`config.mk`:
```
export PLATFORM = sky130hd
export DESIGN_NAME = fcs_scanner
export DESIGN_NICKNAME = d
export VERILOG_FILES = /design/src/pkg/fcs_pkg.sv /design/src/core/fcs_crc16.sv /design/src/core/fcs_scanner.sv
export VERILOG_INCLUDE_DIRS = /design/src /design/src/pkg
export SDC_FILE = /design/constraint.sdc
export NUM_CORES = 1
export LEC_CHECK = 0
export BUFFER_PORTS_ARGS = -buffer_cell sky130_fd_sc_hd__buf_2
export CAP_MARGIN = 20
export CORE_ASPECT_RATIO = 0.75
export CORE_MARGIN = 2
export CORE_UTILIZATION = 32
export CTS_CLUSTER_DIAMETER = 120
export DETAILED_ROUTE_END_ITERATION = 7
export PLACE_DENSITY = 0.63
export SLEW_MARGIN = 20
export SYNTH_ARGS = -nofsm -noshare
export SYNTH_HDL_FRONTEND = slang
export SYNTH_SLANG_ARGS = --single-unit
```
`constraint.sdc`:
```
create_clock -name clk_i -period 2.3 [get_ports clk_i]
set_clock_uncertainty 0.1 [all_clocks]
set_input_delay 0.23 -clock clk_i [delete_from_list [all_inputs] [get_ports clk_i]]
set_output_delay 0.23 -clock clk_i [all_outputs]
set_load 0.02 [all_outputs]
```
`src/pkg/fcs_params.svh`:
```
/*
 Constants of the flash checksum scanner: register offsets, field
 positions, reset values and timing counts.
 Assumes inclusion by bare name from the design files.
*/
//
// Operation
// - A scan begins three cycles after the enable bit is written.
// - A failed scan armed at reset keeps the device held in reset.
// - Scan armed at reset shows enable one, mode nonzero, section chosen.
// - Priority mode gives the scanner the flash and stalls the CPU.
// - One 16-bit flash word is fetched every third clock cycle.
// - Checksum fills last two section bytes, high first; end is fuse*256.
// - A checksum mismatch clears the pass flag.
// - Pass flag cleared with interrupt enable set raises a sticky NMI.
// - Interrupt enable clears only on system reset.
// - Setting the interrupt enable works only while not busy.
// - Failure interrupt uses vector 0x00 and ignores global masking.
// - Scanner pauses during CPU sleep and resumes where it stopped.
// - Sleep in the start delay holds the start until wake-up.
// - Reset strobe bit 7 clears control and status one cycle later.
// - Strobe acts anytime if interrupt enable is zero, else when idle.
// - After a failure interrupt, writes to the first control are ignored.
// - Second control ignores writes while busy or after an interrupt.
// - Enable stays one after a check; writing one again restarts.
// - Writing enable zero stops only after the ongoing check ends.
// - Mode field bits 5:4, code 0x0 is priority; others reserved.
// - Section field bits 1:0: full, boot plus application, boot only.
// - Generator uses polynomial x^16 + x^12 + x^5 + 1.
// - Checksum register presets to all ones before a scan.
// - Bytes go in ascending order from zero, MSB first.
// - Pass flag is one after reset, cleared on enable, zero while busy.
`ifndef FCS_PARAMS_SVH
`define FCS_PARAMS_SVH

// ****************************************************************
// Register map
// ****************************************************************
`define FCS_IDX_CTRL_FIRST   2'h0
`define FCS_IDX_CTRL_SECOND  2'h1
`define FCS_IDX_RESULT       2'h2
`define FCS_CTRL_FIRST_RST   8'h00
`define FCS_CTRL_SECOND_RST  8'h00
`define FCS_BIT_ENABLE       0
`define FCS_BIT_FAIL_IE      1
`define FCS_BIT_RESET        7
`define FCS_BIT_BUSY         0
`define FCS_BIT_OK           1
`define FCS_MODE_MSB         5
`define FCS_MODE_LSB         4
`define FCS_SEL_MSB          1
`define FCS_SEL_LSB          0
`define FCS_MODE_PRIORITY    2'h0
`define FCS_FAIL_VECTOR      8'h00

// ****************************************************************
// Timing, checksum and section size
// ****************************************************************
`define FCS_START_DELAY      3
`define FCS_FETCH_PERIOD     3
`define FCS_CRC_INIT         16'hFFFF
`define FCS_CRC_POLY         16'h1021
`define FCS_SECTION_UNIT     256

`endif

```
`src/pkg/fcs_pkg.sv`:
```
/*
 Types of the flash checksum scanner.
 Assumes nothing beyond a SystemVerilog compiler.
*/
package fcs_pkg;
	typedef enum logic [1:0] {
		FCS_SEL_FULL,
		FCS_SEL_BOOT_APP,
		FCS_SEL_BOOT,
		FCS_SEL_RESERVED
	} fcs_section_t;

	typedef enum {
		FCS_IDLE,
		FCS_DELAY,
		FCS_SCAN,
		FCS_CHECK
	} fcs_state_t;
endpackage
```
`src/core/fcs_crc16.sv`:
```
/*
 Bytewise CRC-16 generator, MSB first.
 Assumes the caller presets it before each scan.
*/
`timescale 1ns/1ps
`include "fcs_params.svh"
module fcs_crc16
(
	input  wire logic        clk_i,
	input  wire logic        rst_i,
	input  wire logic        init_i,
	input  wire logic        byte_valid_i,
	input  wire logic [7:0]  byte_i,
	output logic      [15:0] crc_o
);
	// ****************************************************************
	// Byte step
	// ****************************************************************
	// Eight serial steps folded into one cycle
	function automatic logic [15:0] fcs_step(input logic [15:0] c,
		input logic [7:0] d);
		logic [15:0] r;
		logic        fb;
		r = c;
		for (int i = 7; i >= 0; i--)
		begin
			fb = r[15] ^ d[i];
			r = {r[14:0], 1'b0} ^ (fb ? `FCS_CRC_POLY : 16'h0000);
		end
		return r;
	endfunction

	// Preset wins over a byte in the same cycle
	always_ff @(posedge clk_i)
	begin
		if (rst_i || init_i)
			crc_o <= `FCS_CRC_INIT;
		else if (byte_valid_i)
			crc_o <= fcs_step(crc_o, byte_i);
	end
endmodule // fcs_crc16

```
`src/core/fcs_scanner.sv`:
```
/*
 Flash checksum scanner with a classic Wishbone register slave.
 Assumes a flash read port that answers a word address with data one
 cycle later, byte-addressed little-endian words, and fuse ends given
 in 256-byte units by the surrounding system.
*/
`timescale 1ns/1ps
`include "fcs_params.svh"
module fcs_scanner #(
	parameter int ADDR_W  = 16,
	parameter int FLASH_END = 16'hFFFF
)
(
	input  wire logic              clk_i,
	input  wire logic              rst_i,
	input  wire logic              wb_cyc_i,
	input  wire logic              wb_stb_i,
	input  wire logic              wb_we_i,
	input  wire logic [3:0]        wb_adr_i,
	input  wire logic [3:0]        wb_sel_i,
	input  wire logic [31:0]       wb_dat_i,
	output logic      [31:0]       wb_dat_o,
	output logic                   wb_ack_o,
	input  wire logic              sleep_i,
	input  wire logic              reset_init_i,
	input  wire logic              reset_scan_source_fuse_i,
	input  wire logic [1:0]        reset_section_i,
	input  wire logic [7:0]        boot_end_fuse_i,
	input  wire logic [7:0]        app_end_fuse_i,
	output logic [ADDR_W-2:0]      flash_addr_o,
	output logic                   flash_rd_o,
	input  wire logic [15:0]       flash_data_i,
	output logic                   cpu_stall_o,
	output logic                   hold_reset_o,
	output logic                   nmi_o,
	output logic [7:0]             nmi_vector_o
);
	// ****************************************************************
	// Elaboration checks
	// ****************************************************************
	// The last flash byte must be odd and fit the byte address space
	if (ADDR_W < 9 || ADDR_W > 24 || FLASH_END >= (1 << ADDR_W)
		|| FLASH_END % 2 != 1)
	begin : g_bad_params
		$error("fcs_scanner: ADDR_W or FLASH_END out of range");
	end

	// ****************************************************************
	// State
	// ****************************************************************
	fcs_pkg::fcs_state_t state;
	logic               enable;
	logic               fail_ie;
	logic [1:0]         mode;
	logic [1:0]         section;
	logic               ok;
	logic               busy;
	logic               nmi_fired;
	logic               reset_scan;
	logic               strobe_pend;
	logic               restart;
	logic [1:0]         delay_cnt;
	logic [1:0]         fetch_cnt;
	logic [ADDR_W-2:0]  word_addr;
	logic [ADDR_W-2:0]  last_word;
	logic               data_valid;
	logic               hi_pend;
	logic [7:0]         hi_byte;
	logic               byte_valid;
	logic [7:0]         byte_val;
	logic [15:0]        crc;
	logic               crc_init;
	logic               init_q;

	// ****************************************************************
	// Bus decode
	// ****************************************************************
	logic       bus_req;
	logic       wr_lane0;
	logic       wr_first;
	logic       wr_second;
	logic [1:0] reg_idx;
	assign bus_req   = wb_cyc_i && wb_stb_i && !wb_ack_o;
	assign reg_idx   = wb_adr_i[3:2];
	assign wr_lane0  = bus_req && wb_we_i && wb_sel_i[0] && wb_adr_i[1:0] == 2'h0;
	assign wr_first  = wr_lane0 && reg_idx == `FCS_IDX_CTRL_FIRST
		&& !nmi_fired;
	assign wr_second = wr_lane0 && reg_idx == `FCS_IDX_CTRL_SECOND
		&& !busy && !nmi_fired;

	// Strobe acceptance depends on the interrupt enable
	logic strobe_ok;
	assign strobe_ok = wr_first && wb_dat_i[`FCS_BIT_RESET]
		&& (!fail_ie || !busy);

	// Last word index of the chosen section, byte end is fuse*256, or FLASH_END+1 for full flash
	function automatic logic [ADDR_W-2:0] fcs_last(input logic [1:0] s,
		input logic [7:0] be, input logic [7:0] ae);
		logic [ADDR_W:0] e;
		e = '0;
		case (s)
			2'h1:    e = (ADDR_W+1)'(ae) * (ADDR_W+1)'(`FCS_SECTION_UNIT);
			2'h2:    e = (ADDR_W+1)'(be) * (ADDR_W+1)'(`FCS_SECTION_UNIT);
			default: e = (ADDR_W+1)'(FLASH_END) + (ADDR_W+1)'(1);
		endcase
		return (ADDR_W-1)'((e - (ADDR_W+1)'(1)) >> 1);
	endfunction

	// Bus ack one cycle, read data registered
	always_ff @(posedge clk_i)
	begin
		if (rst_i)
			wb_ack_o <= 1'b0;
		else
			wb_ack_o <= bus_req;
	end

	always_ff @(posedge clk_i)
	begin
		if (rst_i)
			wb_dat_o <= 32'h0000_0000;
		else if (bus_req && !wb_we_i)
		begin
			case (reg_idx)
				`FCS_IDX_CTRL_FIRST:  wb_dat_o <= {30'h0, fail_ie, enable};
				`FCS_IDX_CTRL_SECOND: wb_dat_o <= {26'h0, mode, 2'h0, section};
				`FCS_IDX_RESULT:      wb_dat_o <= {30'h0, ok && !busy, busy};
				default:              wb_dat_o <= 32'h0000_0000;
			endcase
		end
	end

	// ****************************************************************
	// Control registers
	// ****************************************************************
	// Strobe clears registers one cycle after it was written
	always_ff @(posedge clk_i)
	begin
		if (rst_i)
			strobe_pend <= 1'b0;
		else
			strobe_pend <= strobe_ok;
	end

	// Catch the reset-time arming at release
	always_ff @(posedge clk_i)
	begin
		if (rst_i)
			init_q <= 1'b0;
		else
			init_q <= reset_init_i;
	end

	always_ff @(posedge clk_i)
	begin
		if (rst_i)
		begin
			enable  <= 1'b0;
			mode    <= 2'h0;
			section <= 2'h0;
			restart <= 1'b0;
		end
		else if (strobe_pend)
		begin
			enable  <= 1'b0;
			mode    <= 2'h0;
			section <= 2'h0;
			restart <= 1'b0;
		end
		else if (reset_init_i && !init_q && reset_scan_source_fuse_i)
		begin
			enable  <= 1'b1;
			mode    <= 2'h1;
			section <= reset_section_i;
			restart <= 1'b1;
		end
		else
		begin
			restart <= 1'b0;
			if (wr_first)
			begin
				enable  <= wb_dat_i[`FCS_BIT_ENABLE];
				restart <= wb_dat_i[`FCS_BIT_ENABLE];
			end
			if (wr_second)
			begin
				mode    <= wb_dat_i[`FCS_MODE_MSB:`FCS_MODE_LSB];
				section <= wb_dat_i[`FCS_SEL_MSB:`FCS_SEL_LSB];
			end
		end
	end

	// Only system reset clears the interrupt enable
	always_ff @(posedge clk_i)
	begin
		if (rst_i)
			fail_ie <= 1'b0;
		else if (wr_first && wb_dat_i[`FCS_BIT_FAIL_IE] && !busy)
			fail_ie <= 1'b1;
	end

	// ****************************************************************
	// Scan sequencer
	// ****************************************************************
	always_ff @(posedge clk_i)
	begin
		if (rst_i || strobe_pend)
		begin
			state      <= fcs_pkg::FCS_IDLE;
			delay_cnt  <= 2'h0;
			fetch_cnt  <= 2'h0;
			word_addr  <= '0;
			last_word  <= '0;
			busy       <= 1'b0;
			reset_scan <= 1'b0;
		end
		else
		begin
			case (state)
				fcs_pkg::FCS_IDLE:
				begin
					if (restart && !busy)
					begin
						state      <= fcs_pkg::FCS_DELAY;
						delay_cnt  <= 2'h0;
						reset_scan <= reset_init_i;
					end
				end
				fcs_pkg::FCS_DELAY:
				begin
					// Sleep inside the delay holds the start
					if (!sleep_i)
					begin
						delay_cnt <= delay_cnt + 2'h1;
						if (delay_cnt == 2'(`FCS_START_DELAY - 1))
						begin
							state     <= fcs_pkg::FCS_SCAN;
							busy      <= 1'b1;
							word_addr <= '0;
							fetch_cnt <= 2'h0;
							last_word <= fcs_last(section, boot_end_fuse_i,
								app_end_fuse_i);
						end
					end
				end
				fcs_pkg::FCS_SCAN:
				begin
					if (!sleep_i)
					begin
						if (fetch_cnt == 2'(`FCS_FETCH_PERIOD - 1))
						begin
							fetch_cnt <= 2'h0;
							if (word_addr == last_word)
								state <= fcs_pkg::FCS_CHECK;
							else
								word_addr <= word_addr + 1'b1;
						end
						else
							fetch_cnt <= fetch_cnt + 2'h1;
					end
				end
				fcs_pkg::FCS_CHECK:
				begin
					// Wait for the last byte to enter the generator
					if (!byte_valid && !hi_pend && !data_valid)
					begin
						state <= fcs_pkg::FCS_IDLE;
						busy  <= 1'b0;
					end
				end
				default: state <= fcs_pkg::FCS_IDLE;
			endcase
		end
	end

	// One fetch per three cycles while scanning
	assign flash_rd_o   = state == fcs_pkg::FCS_SCAN && !sleep_i
		&& fetch_cnt == 2'h0;
	assign flash_addr_o = word_addr;
	assign cpu_stall_o  = busy && mode == `FCS_MODE_PRIORITY
		|| busy && reset_scan;

	// ****************************************************************
	// Byte stream
	// ****************************************************************
	// Low byte first so bytes ascend; the word's high byte follows
	always_ff @(posedge clk_i)
	begin
		if (rst_i || strobe_pend)
		begin
			data_valid <= 1'b0;
			hi_pend    <= 1'b0;
			hi_byte    <= 8'h00;
			byte_valid <= 1'b0;
			byte_val   <= 8'h00;
		end
		else
		begin
			data_valid <= flash_rd_o;
			byte_valid <= 1'b0;
			if (data_valid)
			begin
				byte_valid <= 1'b1;
				byte_val   <= flash_data_i[7:0];
				hi_byte    <= flash_data_i[15:8];
				hi_pend    <= 1'b1;
			end
			else if (hi_pend)
			begin
				byte_valid <= 1'b1;
				byte_val   <= hi_byte;
				hi_pend    <= 1'b0;
			end
		end
	end

	assign crc_init = state == fcs_pkg::FCS_DELAY;

	fcs_crc16 u_crc
	(
		.clk_i        (clk_i),
		.rst_i        (rst_i),
		.init_i       (crc_init),
		.byte_valid_i (byte_valid),
		.byte_i       (byte_val),
		.crc_o        (crc)
	);

	// ****************************************************************
	// Result and failure
	// ****************************************************************
	// Running over the stored checksum (high byte first) leaves zero
	logic scan_done;
	assign scan_done = state == fcs_pkg::FCS_CHECK && !byte_valid
		&& !hi_pend && !data_valid;

	always_ff @(posedge clk_i)
	begin
		if (rst_i)
			ok <= 1'b1;
		else if (scan_done)
			ok <= crc == 16'h0000;
		else if (strobe_pend || restart)
			ok <= 1'b0;
	end

	// Sticky until system reset, no mask exists
	always_ff @(posedge clk_i)
	begin
		if (rst_i)
			nmi_fired <= 1'b0;
		else if (scan_done && crc != 16'h0000 && fail_ie)
			nmi_fired <= 1'b1;
	end

	// Failed reset-time scan keeps the core in reset
	always_ff @(posedge clk_i)
	begin
		if (rst_i)
			hold_reset_o <= 1'b0;
		else if (scan_done && crc != 16'h0000 && reset_scan)
			hold_reset_o <= 1'b1;
	end

	assign nmi_o        = nmi_fired;
	assign nmi_vector_o = `FCS_FAIL_VECTOR;
endmodule // fcs_scanner

```
==> out/metrics.cfg <==
[placement]
port_buffers=75
place_congestion=0.854
place_hpwl_um=8210

[timing]
tightest_slew_ns=0.556
rsz0062_at_grt=yes
setup_viol=0
hold_violations=0
fmax_mhz=451
max_slew_margin_pct=62.9
fin_crit_ns=2.22
post-route-period-util_pct=96.5
drv_slew=0
fin_setup_tns_ns=0

[power_and_ir_drop]
vdd.ir_drop.worst_mv=0.351
total_power_mw=3.64
p_leak_nw=2.22
power_density_nw_per_um2=668

[detailed_routing]
vias_per_cell=4.87
drtPass1Iterations=4
drc=0
drt_iter0_markers=241
drt_wl_total_um=11000
ant_nets=0
vias=4001
wl_per_cell_um=13.3

[setup_path]
start_kind=flop
regToRegSetupSlack_ns=0.08
r2r-end=flash_addr_o[6]$_SDFFE_PP0P_
reg2reg_from=flash_addr_o[3]$_SDFFE_PP0P_
max_stage_delay_ns=0.54
r2r_cells=7
cp_cell_sequence=or4_4, o41ai_4, nand4_4, o21bai_4, buf_4, o211ai_1, a31oi_1
crit_slowest_cell=or4_4
crit_fanout=7
required_ns=2.47
path_class=flop to flop
critPathArrivalTime_ns=2.39
worstSetupEndpointType=flop

[floorplan]
dieHeight_um=107
rows=37
core_area_um2=13800
die_w_um=142
io_pins=142
start_util_pct=32.9
die_area_um2=15200

[clocking]
h-tree-depth=3
root_buffer=clkbuf_16
cts-buffers-inserted=9
cts_buffer_depth=2
cts_tree=built
worstSkewPairLatency_ns=0.35
clkTransAtPathRegs_ns=0.06
cts.sinks=84

[yosys]
syn-cell-area_um2=4540
netlist_instances=553
synth_cell_types=56
yosysSeqAreaShare_pct=37.0
synth_flop_cell=dfxtp_1
synth_warnings=0
async_flop_share_pct=0
synth_edf_count=0
synth_seq_cells=84
synth.avg_cell_area_um2=8.21

[grt]
grt_pass1_vias=3639
antenna_found_initial=0
grt_max_degree=36
grt_overflow=0
grt_use_total_pct=14.9
grt_pass1_wl_um=18100

[outcome]
outcome=complete, no violations

[min_path]
hold_class=primary input to flop
min_to=byte_val[7]$_SDFFE_PP0P_
hold_start=flash_data_i[7]
hold-path-cell-count=3

[final_layout]
final_net_count=732
drive_above_1_share_pct=21.4
syn2layout_area_growth_pct=19.9
num_antenna_cells=0

[flow_run]
maxCapViolations=0

-- cells by family after synthesis --
family                     Yosys count  share of synthesized area [%]
muxes                               30                           6.61
xor gates and xnor gates            37                           7.13
DFF                                 84                           37.0
and+or+nand+nor                    207                           21.5
AOI/OAI and AO/OA                  110                           16.0
buffers and inverters               75                           9.20
adders and majority gates            9                           2.48
other                                1                         0.0826
-- critical path, delay by kind of cell (launching register included) --
family                 cells  cell delay (ns)
AO/OA/AOI/OAI              4             0.82
AND/OR/NAND/NOR            2             0.75
flip-flops                 1             0.31
buffers and inverters      1             0.17
-- report_power, final --
part / leakage [nW] / internal, mW / switching [mW]
sequential: 0.679 / 1.50 / 0.0355
combinational: 1.40 / 0.257 / 0.391
clock: 0.147 / 0.848 / 0.608
total: 2.22 / 2.60 / 1.03
-- cells in the mapped netlist (2+ instances only) --
cell type | n | area (um2)
dfxtp_1 | 84 | 1680
nor2_1 | 75 | 282
nand2_1 | 59 | 221
buf_4 | 36 | 270
o21ai_0 | 33 | 165
mux2i_1 | 30 | 300
a21oi_1 | 24 | 120
clkbuf_1 | 23 | 86.3
xnor2_1 | 19 | 166
nand3_1 | 18 | 90.1
xor2_1 | 18 | 158
inv_1 | 13 | 48.8
a31oi_1 | 11 | 68.8
a22oi_1 | 9 | 67.6
ha_1 | 9 | 113
nor3_1 | 7 | 35.0
nor4_1 | 6 | 37.5
or4_1 | 6 | 45.0
a211oi_1 | 5 | 37.5
and2_1 | 4 | 25.0
and3_1 | 4 | 25.0
nand4_1 | 4 | 25.0
nor2b_1 | 4 | 25.0
o211ai_1 | 4 | 30.0
or2_2 | 4 | 25.0
nand3b_1 | 3 | 22.5
nand4b_1 | 3 | 26.3
or3_1 | 3 | 18.8
a2111oi_0 | 2 | 17.5
a221o_1 | 2 | 20.0
a311oi_1 | 2 | 17.5
buf_1 | 2 | 7.51
nor2_2 | 2 | 12.5
o21a_1 | 2 | 15.0
o311a_1 | 2 | 20.0
-- metal layers --
layer	global-route usage, %	wire length, um
met1	22.3	5740
met2	21.4	4440
met3	3.89	661
met4	3.21	116
met5	0	0
-- metrics by stage --
step	util [%]	area (um2)	setup WS, ns	instances	hold WS [ns]
floorplan	-	4670	0.140	588	0.218
global route	39.5	5450	-0.0201	821	0.0108
CTS	39.1	5400	0.0284	818	0.0114
finish	39.5	5450	0.0808	821	0.0123
global placement	36.9	5090	0.117	802	0.347
detailed placement	36.9	5090	0.0970	802	0.351
-- placed cells by master, fill, tap and decap left out, types with 7 or more instances in the layout --
master | synthesis | final
dfxtp_1 | 84 | 84
nor2_1 | 75 | 75
buf_2 | 1 | 75
nand2_1 | 59 | 59
conb_1 | 1 | 36
o21ai_0 | 33 | 32
mux2i_1 | 30 | 30
buf_4 | 36 | 28
a21oi_1 | 24 | 24
xnor2_1 | 19 | 19
xor2_1 | 18 | 18
nand3_1 | 18 | 18
inv_1 | 13 | 13
a31oi_1 | 11 | 11
clkbuf_16 | 0 | 9
ha_1 | 9 | 8
nor3_1 | 7 | 7
-- state kept, by name, indices dropped and copies added, names as in the netlist, 2 cells and up --
signal	count
flash_addr_o	15
u_crc.crc_o	16
last_word	9
section	2
wb_dat_o	4
state	2
byte_val	8
delay_cnt	2
mode	2
fetch_cnt	2
hi_byte	8
-- worst max path at each step --
stage / from / endpoint / slack, ns / cells past startpoint
2_1_floorplan: flash_addr_o[3]$_SDFFE_PP0P_ / flash_addr_o[12]$_SDFFE_PP0P_ / 0.14 / 6
3_3_place_gp: flash_addr_o[3]$_SDFFE_PP0P_ / flash_addr_o[12]$_SDFFE_PP0P_ / 0.12 / 6
3_5_place_dp: flash_addr_o[3]$_SDFFE_PP0P_ / flash_addr_o[12]$_SDFFE_PP0P_ / 0.1 / 6
4_1_cts: state[0]$_SDFFE_PP0P_ / flash_rd_o / 0.03 / 6
5_1_grt: state[0]$_SDFFE_PP0P_ / flash_rd_o / -0.02 / 6
6_report: flash_addr_o[3]$_SDFFE_PP0P_ / flash_addr_o[6]$_SDFFE_PP0P_ / 0.08 / 7
-- what timing repair did --
action,4_1_cts,5_1_grt
endpoints found under the setup margin,1,6
setup buffers,0,3
pin swaps,0,1
cloned,0,0
hold buffers,0,0
gates resized for setup,2,7
-- area by class of cell --
class / instances / area [um2]
multi-input combinational: 429 / 2600
clock buffer: 9 / 225
sequential: 84 / 1680
inverter: 13 / 48.8
fill: 1403 / 8350
timing repair buffer: 104 / 601
clock inverter: 7 / 73.8
tap: 175 / 219
No activity file was read; power rests on OpenSTA's default activity.
